==> src/hdl/eisc_pkg.sv <==
// Package for the external and standard interrupt channel block.
// Holds the register map, page numbers, reset values and timing counts.
package eisc_pkg;
  // Register pages that steer the shared addresses
  localparam logic [7:0] PAGE_EXT = 8'h00;
  localparam logic [7:0] PAGE_STD = 8'h3c;
  // Page of the external channels
  localparam logic [7:0] OFS_EXT_EDGE = 8'hf2;
  localparam logic [7:0] OFS_EXT_PEND = 8'hf3;
  localparam logic [7:0] OFS_EXT_MASK = 8'hf4;
  localparam logic [7:0] OFS_EXT_PRIO = 8'hf5;
  localparam logic [7:0] OFS_EXT_VEC = 8'hf6;
  localparam logic [7:0] OFS_NEST = 8'hf7;
  // Page of the standard channels
  localparam logic [7:0] OFS_STD_MASK_H = 8'hf5;
  localparam logic [7:0] OFS_STD_MASK_L = 8'hf6;
  localparam logic [7:0] OFS_STD_EDGE_H = 8'hf7;
  localparam logic [7:0] OFS_STD_EDGE_L = 8'hf8;
  localparam logic [7:0] OFS_STD_PEND_H = 8'hf9;
  localparam logic [7:0] OFS_STD_PEND_L = 8'hfa;
  // Reset values
  localparam logic [7:0] RST_EXT_PRIO = 8'hff;
  localparam logic [3:0] RST_EXT_CFG = 4'h6;
  // Bit positions inside the vector/config register; the lock bit is in the nest register
  localparam int BIT_WAIT_EN = 0;
  localparam int BIT_A0_SRC = 1;
  localparam int BIT_TL_SRC = 2;
  localparam int BIT_TL_EDGE = 3;
  localparam int BIT_TL_LOCK = 7;
  // Request sampling period in core clock cycles
  localparam int SAMPLE_PERIOD = 5;
  localparam logic [2:0] SAMPLE_LAST = 3'(SAMPLE_PERIOD - 1);
  // Synchronised pin vector layout
  localparam int PIN_STD = 8;
  localparam int PIN_NMI = 17;
  localparam int PIN_WAIT = 18;
  localparam int PIN_W = 19;
  localparam logic [2:0] LEVEL_LOWEST = 3'h7;
endpackage
==> src/hdl/eisc_irq_ctrl.sv <==
// External and standard interrupt channels: edge detect, pending, masks,
// pair priorities, top-level source and lock, nested hold levels, wait pin.
// Assumes a register-file port with page select from the core, one-cycle
// acknowledge/iret pulses from the core, and a watchdog pulse on MCLK_IN.
// Behaviour
// - External pending set by edge, cleared by acknowledge.
// - Software writing one sets external pending.
// - External request needs mask, pending, global enable.
// - Pair priority bits D..A plus odd/even LSB.
// - Priority level 0 highest, 7 lowest.
// - Vector high nibble untouched by reset.
// - Top-level edge bit picks falling or rising.
// - Top-level source: watchdog at 0, pin at 1.
// - Channel A0 source: watchdog at 0, pin at 1.
// - Wait-enable bit gates the external wait pin.
// - Top-level lock is set-only, reset clears.
// - Lock makes top-level request need only pending.
// - Nested mode holds a level preempted by a non-top-level source until iret.
// - Standard I0 mask at high mask bit 0.
// - Standard E0..H1 masks in low mask register.
// - Standard edge bits pick falling or rising.
// - Standard edge during trigger-register write sets nothing.
// - Standard pending set by edge, cleared by ack.
// - External edge bits pick falling or rising.
// - Requests sampled every five core cycles.
`timescale 1ns/10ps
`default_nettype none
module eisc_irq_ctrl
  import eisc_pkg::*;
(
  input wire logic MCLK_IN, // Core clock, 125 MHz
  input wire logic RSTN_IN, // Async reset, active low
  input wire logic [7:0] REG_PAGE_IN, // Current register page
  input wire logic [7:0] REG_ADDR_IN, // Register address
  input wire logic REG_WR_IN, // Write strobe
  input wire logic REG_RD_IN, // Read strobe
  input wire logic [7:0] REG_WDATA_IN, // Write data
  output logic [7:0] REG_RDATA_OUT, // Read data, one cycle after strobe
  input wire logic [7:0] EXT_PIN_IN, // External lines A0..D1
  input wire logic [8:0] STD_LINE_IN, // Standard lines E0..H1, I0 at 8
  input wire logic NMI_PIN_IN, // Non-maskable input pin
  input wire logic MEM_WAIT_N_IN, // External memory wait pin
  input wire logic WDG_EOC_IN, // Watchdog end-of-count pulse
  input wire logic GLOBAL_IRQ_EN_IN, // Global maskable enable
  input wire logic TOPLEVEL_EN_IN, // Top-level enable
  input wire logic TL_SW_SET_IN, // Software set of top-level pending
  input wire logic TL_ACK_IN, // Top-level acknowledge pulse
  input wire logic [7:0] EXT_ACK_IN, // External acknowledge pulses
  input wire logic [8:0] STD_ACK_IN, // Standard acknowledge pulses
  input wire logic NESTED_MODE_IN, // Nested arbitration mode
  input wire logic PREEMPT_IN, // Running routine was preempted
  input wire logic PREEMPT_BY_TL_IN, // Preemption came from top level
  input wire logic [2:0] PREEMPT_LEVEL_IN, // Level of preempted routine
  input wire logic IRET_IN, // Iret resumes a routine
  input wire logic [2:0] IRET_LEVEL_IN, // Level being resumed
  output logic [7:0] EXT_REQ_OUT, // Sampled external requests
  output logic [8:0] STD_REQ_OUT, // Sampled standard requests
  output logic [23:0] EXT_PRIO_OUT, // 3-bit level per external channel
  output logic [2:0] EXT_BEST_LEVEL_OUT, // Best sampled external level
  output logic TL_REQ_OUT, // Sampled top-level request
  output logic TL_PENDING_OUT, // Top-level pending flag
  output logic [6:0] HOLD_LEVEL_OUT, // Hold-level bits
  output logic SAMPLE_TICK_OUT, // Arbitration sample strobe
  output logic MEM_STRETCH_OUT // Stretch external memory cycle
);

  logic [PIN_W-1:0] s1_r, s2_r, s3_r, lvl_r, lvl_nxt;
  logic [PIN_W-1:0] acc, rise, fall;
  logic [7:0] ext_edge_r, ext_pend_r, ext_mask_r, ext_prio_r;
  logic [7:0] ext_edge_nxt, ext_pend_nxt, ext_mask_nxt, ext_prio_nxt;
  logic [3:0] cfg_r, cfg_nxt, vec_r;
  logic lock_r, lock_nxt, tl_pend_r, tl_pend_nxt;
  logic [6:0] hold_r, hold_nxt;
  logic [8:0] std_mask_r, std_edge_r, std_pend_r;
  logic [8:0] std_mask_nxt, std_edge_nxt, std_pend_nxt;
  logic [2:0] cnt_r, cnt_nxt;
  logic tick;
  logic [7:0] ext_req_r, ext_req_nxt;
  logic [8:0] std_req_r, std_req_nxt;
  logic tl_req_r, tl_req_nxt;
  logic [2:0] best_r, best_nxt;
  logic [7:0] rdata_r, rdata_nxt;
  logic [7:0] ext_evt, ext_hit;
  logic [8:0] std_evt, std_hit;
  logic nmi_evt, tl_hit, pg_ext, pg_std, edge_wr;
  logic wr_ext_pend, wr_std_pend;
  logic [23:0] prio_all;

  // Pin synchroniser: three stages, a change counts once stages 2 and 3
  // agree, which also filters single-cycle glitches on the lines.
  always_comb begin
    acc = ~(s2_r ^ s3_r);
    lvl_nxt = (s3_r & acc) | (lvl_r & ~acc);
    rise = acc & s3_r & ~lvl_r;
    fall = acc & ~s3_r & lvl_r;
  end

  always_ff @(posedge MCLK_IN or negedge RSTN_IN) begin
    if (!RSTN_IN) begin
      s1_r <= '0;
      s2_r <= '0;
      s3_r <= '0;
      lvl_r <= '0;
    end else begin
      s1_r <= {MEM_WAIT_N_IN, NMI_PIN_IN, STD_LINE_IN, EXT_PIN_IN};
      s2_r <= s1_r;
      s3_r <= s2_r;
      lvl_r <= lvl_nxt;
    end
  end

  // Page decode and trigger events
  always_comb begin
    pg_ext = (REG_PAGE_IN == PAGE_EXT);
    pg_std = (REG_PAGE_IN == PAGE_STD);
    ext_evt = (rise[7:0] & ext_edge_r) | (fall[7:0] & ~ext_edge_r);
    std_evt = (rise[16:PIN_STD] & std_edge_r) |
              (fall[16:PIN_STD] & ~std_edge_r);
    nmi_evt = cfg_r[BIT_TL_EDGE] ? rise[PIN_NMI] : fall[PIN_NMI];
    ext_hit = {ext_evt[7:1],
               cfg_r[BIT_A0_SRC] ? ext_evt[0] : WDG_EOC_IN};
    tl_hit = cfg_r[BIT_TL_SRC] ? nmi_evt : WDG_EOC_IN;
    edge_wr = REG_WR_IN && pg_std &&
              (REG_ADDR_IN == OFS_STD_EDGE_H ||
               REG_ADDR_IN == OFS_STD_EDGE_L);
    std_hit = edge_wr ? 9'h000 : std_evt;
    wr_ext_pend = REG_WR_IN && pg_ext && REG_ADDR_IN == OFS_EXT_PEND;
    wr_std_pend = REG_WR_IN && pg_std &&
                  (REG_ADDR_IN == OFS_STD_PEND_H ||
                   REG_ADDR_IN == OFS_STD_PEND_L);
  end

  // Register file next values; a hardware set always wins over a clear
  always_comb begin
    ext_edge_nxt = ext_edge_r;
    ext_mask_nxt = ext_mask_r;
    ext_prio_nxt = ext_prio_r;
    cfg_nxt = cfg_r;
    std_mask_nxt = std_mask_r;
    std_edge_nxt = std_edge_r;
    // set by edge, clear on ack
    ext_pend_nxt = (ext_pend_r & ~EXT_ACK_IN) | ext_hit;
    std_pend_nxt = (std_pend_r & ~STD_ACK_IN) | std_hit;
    lock_nxt = lock_r;
    tl_pend_nxt = (tl_pend_r & ~TL_ACK_IN) | tl_hit | TL_SW_SET_IN;
    if (REG_WR_IN && pg_ext) begin
      case (REG_ADDR_IN)
        OFS_EXT_EDGE: ext_edge_nxt = REG_WDATA_IN;
        OFS_EXT_PEND: ext_pend_nxt = REG_WDATA_IN | ext_hit;
        OFS_EXT_MASK: ext_mask_nxt = REG_WDATA_IN;
        OFS_EXT_PRIO: ext_prio_nxt = REG_WDATA_IN;
        OFS_EXT_VEC: cfg_nxt = REG_WDATA_IN[3:0];
        OFS_NEST: lock_nxt = lock_r | REG_WDATA_IN[BIT_TL_LOCK];
        default: ;
      endcase
    end
    if (REG_WR_IN && pg_std) begin
      case (REG_ADDR_IN)
        OFS_STD_MASK_H: std_mask_nxt[8] = REG_WDATA_IN[0];
        OFS_STD_MASK_L: std_mask_nxt[7:0] = REG_WDATA_IN;
        OFS_STD_EDGE_H: std_edge_nxt[8] = REG_WDATA_IN[0];
        OFS_STD_EDGE_L: std_edge_nxt[7:0] = REG_WDATA_IN;
        OFS_STD_PEND_H: std_pend_nxt[8] = REG_WDATA_IN[0] | std_hit[8];
        OFS_STD_PEND_L: std_pend_nxt[7:0] = REG_WDATA_IN | std_hit[7:0];
        default: ;
      endcase
    end
  end

  // Hold levels: iret clears the resumed level, a nested-mode preemption not from top level sets one
  always_comb begin
    hold_nxt = hold_r;
    if (IRET_IN && IRET_LEVEL_IN != LEVEL_LOWEST) begin
      hold_nxt[IRET_LEVEL_IN] = 1'b0;
    end
    if (PREEMPT_IN && NESTED_MODE_IN && !PREEMPT_BY_TL_IN &&
        PREEMPT_LEVEL_IN != LEVEL_LOWEST) begin
      hold_nxt[PREEMPT_LEVEL_IN] = 1'b1;
    end
  end

  // Per-channel level: two written bits and the odd/even channel bit
  for (genvar i = 0; i < 8; i++) begin : g_prio
    assign prio_all[3*i +: 3] = {ext_prio_r[2*(i/2) +: 2], 1'(i % 2)};
  end

  // Sampling divider and sampled requests
  always_comb begin
    tick = (cnt_r == SAMPLE_LAST);
    cnt_nxt = tick ? 3'h0 : cnt_r + 3'h1;
    ext_req_nxt = ext_req_r;
    std_req_nxt = std_req_r;
    tl_req_nxt = tl_req_r;
    best_nxt = best_r;
    if (tick) begin
      ext_req_nxt = ext_mask_r & ext_pend_r & {8{GLOBAL_IRQ_EN_IN}};
      std_req_nxt = std_mask_r & std_pend_r & {9{GLOBAL_IRQ_EN_IN}};
      tl_req_nxt = tl_pend_r &
                   (lock_r | (GLOBAL_IRQ_EN_IN & TOPLEVEL_EN_IN));
      best_nxt = LEVEL_LOWEST;
      for (int k = 7; k >= 0; k--) begin
        if (ext_req_nxt[k] && prio_all[3*k +: 3] <= best_nxt) begin
          best_nxt = prio_all[3*k +: 3];
        end
      end
    end
  end

  // Read mux; reserved bits read as zero
  always_comb begin
    rdata_nxt = rdata_r;
    if (REG_RD_IN) begin
      rdata_nxt = 8'h00;
      if (pg_ext) begin
        case (REG_ADDR_IN)
          OFS_EXT_EDGE: rdata_nxt = ext_edge_r;
          OFS_EXT_PEND: rdata_nxt = ext_pend_r;
          OFS_EXT_MASK: rdata_nxt = ext_mask_r;
          OFS_EXT_PRIO: rdata_nxt = ext_prio_r;
          OFS_EXT_VEC: rdata_nxt = {vec_r, cfg_r};
          OFS_NEST: rdata_nxt = {lock_r, hold_r};
          default: rdata_nxt = 8'h00;
        endcase
      end else if (pg_std) begin
        case (REG_ADDR_IN)
          OFS_STD_MASK_H: rdata_nxt = {7'h00, std_mask_r[8]};
          OFS_STD_MASK_L: rdata_nxt = std_mask_r[7:0];
          OFS_STD_EDGE_H: rdata_nxt = {7'h00, std_edge_r[8]};
          OFS_STD_EDGE_L: rdata_nxt = std_edge_r[7:0];
          OFS_STD_PEND_H: rdata_nxt = {7'h00, std_pend_r[8]};
          OFS_STD_PEND_L: rdata_nxt = std_pend_r[7:0];
          default: rdata_nxt = 8'h00;
        endcase
      end
    end
  end

  // State registers
  always_ff @(posedge MCLK_IN or negedge RSTN_IN) begin
    if (!RSTN_IN) begin
      ext_edge_r <= 8'h00;
      ext_pend_r <= 8'h00;
      ext_mask_r <= 8'h00;
      ext_prio_r <= RST_EXT_PRIO;
      cfg_r <= RST_EXT_CFG;
      lock_r <= 1'b0;
      tl_pend_r <= 1'b0;
      hold_r <= 7'h00;
      std_mask_r <= 9'h000;
      std_edge_r <= 9'h000;
      std_pend_r <= 9'h000;
      cnt_r <= 3'h0;
      ext_req_r <= 8'h00;
      std_req_r <= 9'h000;
      tl_req_r <= 1'b0;
      best_r <= LEVEL_LOWEST;
      rdata_r <= 8'h00;
    end else begin
      ext_edge_r <= ext_edge_nxt;
      ext_pend_r <= ext_pend_nxt;
      ext_mask_r <= ext_mask_nxt;
      ext_prio_r <= ext_prio_nxt;
      cfg_r <= cfg_nxt;
      lock_r <= lock_nxt;
      tl_pend_r <= tl_pend_nxt;
      hold_r <= hold_nxt;
      std_mask_r <= std_mask_nxt;
      std_edge_r <= std_edge_nxt;
      std_pend_r <= std_pend_nxt;
      cnt_r <= cnt_nxt;
      ext_req_r <= ext_req_nxt;
      std_req_r <= std_req_nxt;
      tl_req_r <= tl_req_nxt;
      best_r <= best_nxt;
      rdata_r <= rdata_nxt;
    end
  end

  // Vector nibble has no reset, so software must load it before use
  // vector kept over reset
  always_ff @(posedge MCLK_IN) begin
    if (REG_WR_IN && pg_ext && REG_ADDR_IN == OFS_EXT_VEC) begin
      vec_r <= REG_WDATA_IN[7:4];
    end
  end

  // Outputs
  assign REG_RDATA_OUT = rdata_r;
  assign EXT_REQ_OUT = ext_req_r;
  assign STD_REQ_OUT = std_req_r;
  assign EXT_PRIO_OUT = prio_all;
  assign EXT_BEST_LEVEL_OUT = best_r;
  assign TL_REQ_OUT = tl_req_r;
  assign TL_PENDING_OUT = tl_pend_r;
  assign HOLD_LEVEL_OUT = hold_r;
  assign SAMPLE_TICK_OUT = tick;
  assign MEM_STRETCH_OUT = cfg_r[BIT_WAIT_EN] & ~s3_r[PIN_WAIT];
endmodule
`default_nettype wire

==> config.mk <==
export PLATFORM = sky130hd
export DESIGN_NAME = eisc_irq_ctrl
export DESIGN_NICKNAME = d
export VERILOG_FILES = /design/src/hdl/eisc_pkg.sv /design/src/hdl/eisc_irq_ctrl.sv
export SDC_FILE = /design/constraint.sdc
export NUM_CORES = 1
export LEC_CHECK = 0
export ABC_CLOCK_PERIOD_IN_PS = 6500
export BUFFER_PORTS_ARGS = -buffer_cell sky130_fd_sc_hd__buf_2
export CAP_MARGIN = 0
export CORE_MARGIN = 1.5
export CORE_UTILIZATION = 30
export DETAILED_ROUTE_END_ITERATION = 16
export PLACE_DENSITY = 0.6
export SYNTH_ARGS = -nofsm -noshare
export SYNTH_HDL_FRONTEND = slang
export SYNTH_SLANG_ARGS = --single-unit
==> constraint.sdc <==
create_clock -name MCLK_IN -period 6.5 [get_ports MCLK_IN]
set_input_delay 0.325 -clock MCLK_IN [delete_from_list [all_inputs] [get_ports MCLK_IN]]
set_output_delay 0.325 -clock MCLK_IN [all_outputs]
set_load 0.005 [all_outputs]
# Word-level counts from Yosys, hierarchy flattened
# Cells that the tools add are included.
totals:
  ff_bits: 184
  output_inout_bits: 63
op_classes:
  n_addsub: 1
  order_cmp: 12
  n_eq_ne: 13
  mux: 35
  bitwise: 45
  n_reduce_logical: 30
ops:
  columns: ["cell", "count"]
  rows:
  - ["$pmux 8 s6", 2]
  - ["$eq 8x8->1 const B", 9]
  - ["$and 18x18->18", 3]
  - ["$mux 3", 16]
  - ["$and 9x9->9", 5]
  - ["$and 8x8->8", 5]
  - ["$mux 8", 5]
  - ["$and 19x19->19", 2]
  - ["$not 19->19", 2]
  - ["$not 18->18", 2]
  - ["$or 8x8->8", 4]
  - ["$le 3x3->1", 7]
  - ["$or 19x19->19", 1]
  - ["$xor 19x19->19", 1]
  - ["$logic_and 1x1->1", 18]
  - ["$mux 9", 2]
  - ["$not 9->9", 2]
  - ["$or 9x9->9", 2]
  - ["$reduce_and 2->1", 9]
  - ["$not 8->8", 2]
  - ["$mux 7", 2]
  - ["$eq 8x6->1 const B", 1]
  - ["$logic_not 8->1", 1]
  - ["$lt 3x4->1 const B", 2]
  - ["15 further kinds", 31]

# Depth between registers and ports, before layout
depth:
  ltp_word: 32
  mapped_depth: 40
  mapped_depth_nobuf: 40

# Worst setup path before layout
# No wires, ideal clock.
synth_timing:
  path_kind: "reg2reg"
  start: "reg ext_mask_r[6]"
  end: "reg best_r[2] (netlist: EXT_BEST_LEVEL_OUT[2])"
  arrival_time_ns: 6.519
  required_time_ns: 6.418
  slack_ns: -0.101
  path_stages_with_launch: 38
  period_less_slack_ns: 6.601
  cell_sequence: "dfrtp_1 a22oi_1 nor3b_1 ha_1 nor2b_1 o22ai_2 nand2_1 mux2_2 inv_1 ha_1 o311ai_1 nand2_1 o21bai_1 a21oi_1 mux2i_1 ha_1 inv_1 maj3_1 (+2 left out) ha_1 nand4_1 a21oi_1 a41o_1 o21ai_0 nor2b_1 ha_1 inv_1 maj3_2 nand2b_4 o21a_1 nor2_1 a21oi_1 ha_1 a211oi_1 a31oi_4 mux2i_1 mux2_2"
synth_between:
  elab_chain_cells: 28
synth_lines:
  columns: ["item", "line", "rtl"]
  rows:
  - ["start, declared", "eisc_irq_ctrl.sv:69", "logic [7:0] ext_edge_r, ext_pend_r, ext_mask_r, ext_prio_r;"]
  - ["start signal, assigned", "eisc_irq_ctrl.sv:261", "ext_mask_r <= ext_mask_nxt;"]
  - ["$and 8x8->8 * (2 in series)", "eisc_irq_ctrl.sv:196", "ext_req_nxt = ext_mask_r & ext_pend_r & {8{GLOBAL_IRQ_EN_IN}};"]
  - ["$logic_and 1x1->1 *", "eisc_irq_ctrl.sv:202", "if (ext_req_nxt[k] && prio_all[3*k +: 3] <= best_nxt) begin"]
  - ["$mux 3 *", "eisc_irq_ctrl.sv:202", null]
  - ["$mux 3 *", "eisc_irq_ctrl.sv:195", "if (tick) begin"]
  - ["$le 3x3->1", "eisc_irq_ctrl.sv:202", null]
  - ["$logic_and 1x1->1", "eisc_irq_ctrl.sv:202", null]
  - ["$mux 3 *", "eisc_irq_ctrl.sv:202", null]
  - ["$mux 3 *", "eisc_irq_ctrl.sv:195", null]
  - ["(+11 left out)", null, null]
  - ["$mux 3 *", "eisc_irq_ctrl.sv:195", null]
  - ["$le 3x3->1", "eisc_irq_ctrl.sv:202", null]
  - ["$logic_and 1x1->1", "eisc_irq_ctrl.sv:202", null]
  - ["$mux 3 *", "eisc_irq_ctrl.sv:202", null]
  - ["$mux 3 *", "eisc_irq_ctrl.sv:195", null]
  - ["$le 3x3->1", "eisc_irq_ctrl.sv:202", null]
  - ["$logic_and 1x1->1", "eisc_irq_ctrl.sv:202", null]
  - ["$mux 3 *", "eisc_irq_ctrl.sv:202", null]
  - ["end signal, assigned", "eisc_irq_ctrl.sv:274", "best_r <= best_nxt;"]
  - ["end, declared", "eisc_irq_ctrl.sv:81", "logic [2:0] best_r, best_nxt;"]
# Every way passes the cells marked *; elsewhere a longest branch is shown, timed or not. The select of a mux whose other input is x is not followed.
# A chain may end at the register's enable or synchronous reset.

# Worst setup path after layout
# Ends and elaborated chain as after synthesis.

==> out/metrics.csv <==
stage;metric;value;unit
routing;drt total wl;22350;microns
cts;CTS Buf Count;17;
cts;Worst-path clk slew;0.07;ns
cts;clk root buf;clkbuf_16;
sta;Final Hold Fails;0;
sta;Final period util;101.3;%
placement;# port buffers;133;
critical_path;buffers and inverters on the worst path;3;
floorplanning;placement row count;61;
status;failing checks;negative setup slack;
logic_synthesis;synth cell count leaders;166 x dfrtp_1, 96 x nand2_1, 60 x o21ai_0;
floorplanning;IO Count;142;
logic_synthesis;Top FF cell, synth;dfrtp_1;
placement;Placer Congestion;0.8571;
logic_synthesis;Post-synth EDFFs;4;
routing;detailed-route via count;6420;
logic_synthesis;Yosys top cell area share;48.84;%
sta;max_slew headroom;20.82;%
logic_synthesis;register area share after synthesis;54.27;%
placement;worst slack at placement;-0.3153;ns
global_route;first-pass GRT wire length;34400;microns
logic_synthesis;Syn Inst Count;767;
critical_path;Critical Path Start Type;register;
logic_synthesis;Yosys cell types;61;
hold_path;worst hold path type;primary input to asynchronous set/reset pin;
global_route;vias in the first global route;6108;
global_route;grt ovf;0;
logic_synthesis;Synth area leaders;dfrtp_1 49%, ha_1 6.8%, mux2_2 6.5%;
critical_path;reg2reg setup slack;-0.09;ns
critical_path;Reg-to-Reg Start;ext_mask_r[6]$_DFFE_PN0P_;
critical_path;Slowest-stage cell, CP;dfrtp_1;
critical_path;R2R depth;39;
sta;Max Freq;151.9;MHz
sta;final setup vio count;1;
logic_synthesis;most common cell in the synthesized netlist;dfrtp_1;
routing;Via density;4.787;
sta;max-slew violation count;0;
logic_synthesis;post-synthesis register bit count;183;
cts;later-pin clock latency in the skew report;0.43;ns
logic_synthesis;largest area contributor in the netlist;dfrtp_1;
critical_path;crit-path max FO;3;
power;VDD IR max;0.0001261;V
critical_path;crit path DAT;6.94;ns
routing;routed len/inst;16.67;microns
global_route;initial antenna violation count;6;
status;status;complete, but fails checks;
critical_path;Critical Path Source;ext_mask_r[6]$_DFFE_PN0P_;
global_route;Total GRT Usage;15.55;%
layout;non-filler cells, final;1341;
routing;ANT nets after route;0;
placement;post-detail-place hpwl;16110;microns
layout;# fillers;2744;
critical_path;Largest stage delay, worst path;0.39;ns
cts;CTS tree;built;
floorplanning;total die area;0.02937;sq mm
routing;Iteration-0 DRC Markers;566;
routing;residual DRC count;0;
logic_synthesis;asr flop ratio synth;97.81;%
critical_path;kind of critical path;register to register;
routing;drt pass-1 iters;6;
run;max cap viols;0;
layout;proportion of layout cells with a drive suffix above 1;32.02;%
sta;setup tns final;-0.08511;ns
cts;H-tree levels;4;
logic_synthesis;Mapped Avg Cell Area;11.09;sq um
cts;clock sink count;183;
floorplanning;Core Footprint;0.02786;sq mm
critical_path;RR Endpoint;EXT_BEST_LEVEL_OUT[2]$_DFFE_PN1P_;
cts;clk buf depth;2;
sta;Worst Max-Slew Pin Slew;1.183;ns
layout;register area;0.004616;sq mm
power;Pwr Total;2.471;mW
placement;cell count after placement;1277;
logic_synthesis;Yosys warnings;0;
sta;RSZ-0062 raised after global routing;true;
sta;Worst Skew;0.01088;ns
floorplanning;Die Y;171.4;microns
critical_path;critical path required time;6.86;ns
power;Pwr Density;230.1;mW/mm^2
layout;nets;1074;
layout;area grow syn2layout;26.26;%
layout;Multi-input gate area;0.003679;sq mm
floorplanning;initial core utilization;30.53;%
power;Lkg Pwr;5.110;nW
sta;final setup margin;-0.08511;ns
sta;crit path time final;6.585;ns
critical_path;Worst setup EP type;register;
global_route;largest net degree at the start of global routing;103;
logic_synthesis;Mapped Area;0.008506;sq mm
floorplanning;Die W;171.4;microns
critical_path;CP top delay family;adder cells;
-- power by group --
part	switching [mW]	leakage [nW]	total, mW	internal [mW]
Combinational	0.0906	2.52	0.164	0.0735
Sequential	0.0434	2.29	1.24	1.20
Clock	0.464	0.298	1.07	0.603
-- worst reg2reg max path, delay by kind of cell (launching register included) --
kind,cells,cell delay [ns]
buffers and inverters,3,0.13
adder cells (fa/ha/maj),8,2.07
flip-flops,1,0.39
AND/OR/NAND/NOR,11,1.37
multiplexers,4,0.93
AO/OA/AOI/OAI,13,1.61
-- placed cells by master (no fill, tap or decap), types with 8 or more instances in the layout --
cell and instances:
o22ai_1 8, a221o_1 9, clkbuf_16 17, a222oi_1 8, dfrtp_1 166, a21oi_1 17
nand3b_1 11, dlygate4sd3_1 19, dfstp_2 13, buf_4 40, inv_1 48, nand3_1 30
nor3b_1 18, nand2_1 94, o21ai_0 58, mux2_2 47, ha_1 41, buf_2 132
conb_1 8, nor2_1 17, a22oi_1 28
-- worst max path at each step --
stage / to / slack, ns / cells after the start
after floorplan: EXT_BEST_LEVEL_OUT[2]$_DFFE_PN1P_ / 0.004 / 38
after global placement: EXT_BEST_LEVEL_OUT[2]$_DFFE_PN1P_ / -0.01 / 38
after detailed placement: EXT_BEST_LEVEL_OUT[2]$_DFFE_PN1P_ / -0.32 / 38
after CTS: EXT_BEST_LEVEL_OUT[2]$_DFFE_PN1P_ / -0.01 / 39
after global routing: EXT_BEST_LEVEL_OUT[2]$_DFFE_PN1P_ / -0.39 / 39
final: EXT_BEST_LEVEL_OUT[2]$_DFFE_PN1P_ / -0.09 / 39
-- metrics by stage --
stage | utilization, % | hold WS (ns) | cell area [sq um]
floorplan | - | 0.02941 | 8533
global placement | 34.80 | 0.3323 | 9694
detailed placement | 34.80 | 0.3347 | 9694
CTS | 37.94 | 0.05517 | 10570
global route | 38.55 | 0.09562 | 10740
finish | 38.55 | 0.01220 | 10740
-- per-layer routing --
layer,vias to the layer above,routed length [microns],GRT usage (%)
li1,3087,-,-
met1,3122,10500,21.49
met2,170,10380,24.50
met3,31,1069,3.359
met4,10,339,4.424
met5,-,66,0
-- sequential cells by signal (all words and copies together), names as in the netlist, 3 cells and up, named ones only --
signal              flops
EXT_REQ_OUT             8
ext_edge_r              8
s3_r                   19
cfg_r                   4
vec_r                   4
ext_pend_r              8
HOLD_LEVEL_OUT          7
REG_RDATA_OUT           8
s1_r                   19
std_mask_r              9
std_pend_r              9
s2_r                   19
EXT_BEST_LEVEL_OUT      3
std_edge_r              9
cnt_r                   3
ext_mask_r              8
ext_prio_r              8
STD_REQ_OUT             9
-- area by class of cell --
type	count	share of cell area, %
Antenna cell	1	0.02330
Clock inverter	12	1.258
Sequential cell	183	42.98
Inverter	51	1.806
Clock buffer	20	4.346
Multi-Input combinational cell	503	34.25
Tap cell	378	4.404
Timing Repair Buffer	193	10.93
-- kinds of logic (layout without fill, tap and decap cells) --
logic type	Yosys count	count (layout)	share of synthesized area [%]
muxes	52	52	6.840
buffers and inverters	87	276	4.619
other	2	9	0.08829
and+or+nand+nor	223	223	13.37
AOI/OAI and AO/OA	172	172	13.80
adders and majority gates	48	48	7.017
DFF	183	183	54.27
-- what timing repair did --
action,CTS,global route
gates resized for setup,14,26
hold buffers,19,0
pin swaps,4,28
buffers inserted,5,7
endpoints found under the setup margin,3,3
endpoints found under the hold margin,19,0
No activity file was read; power rests on OpenSTA's default activity.
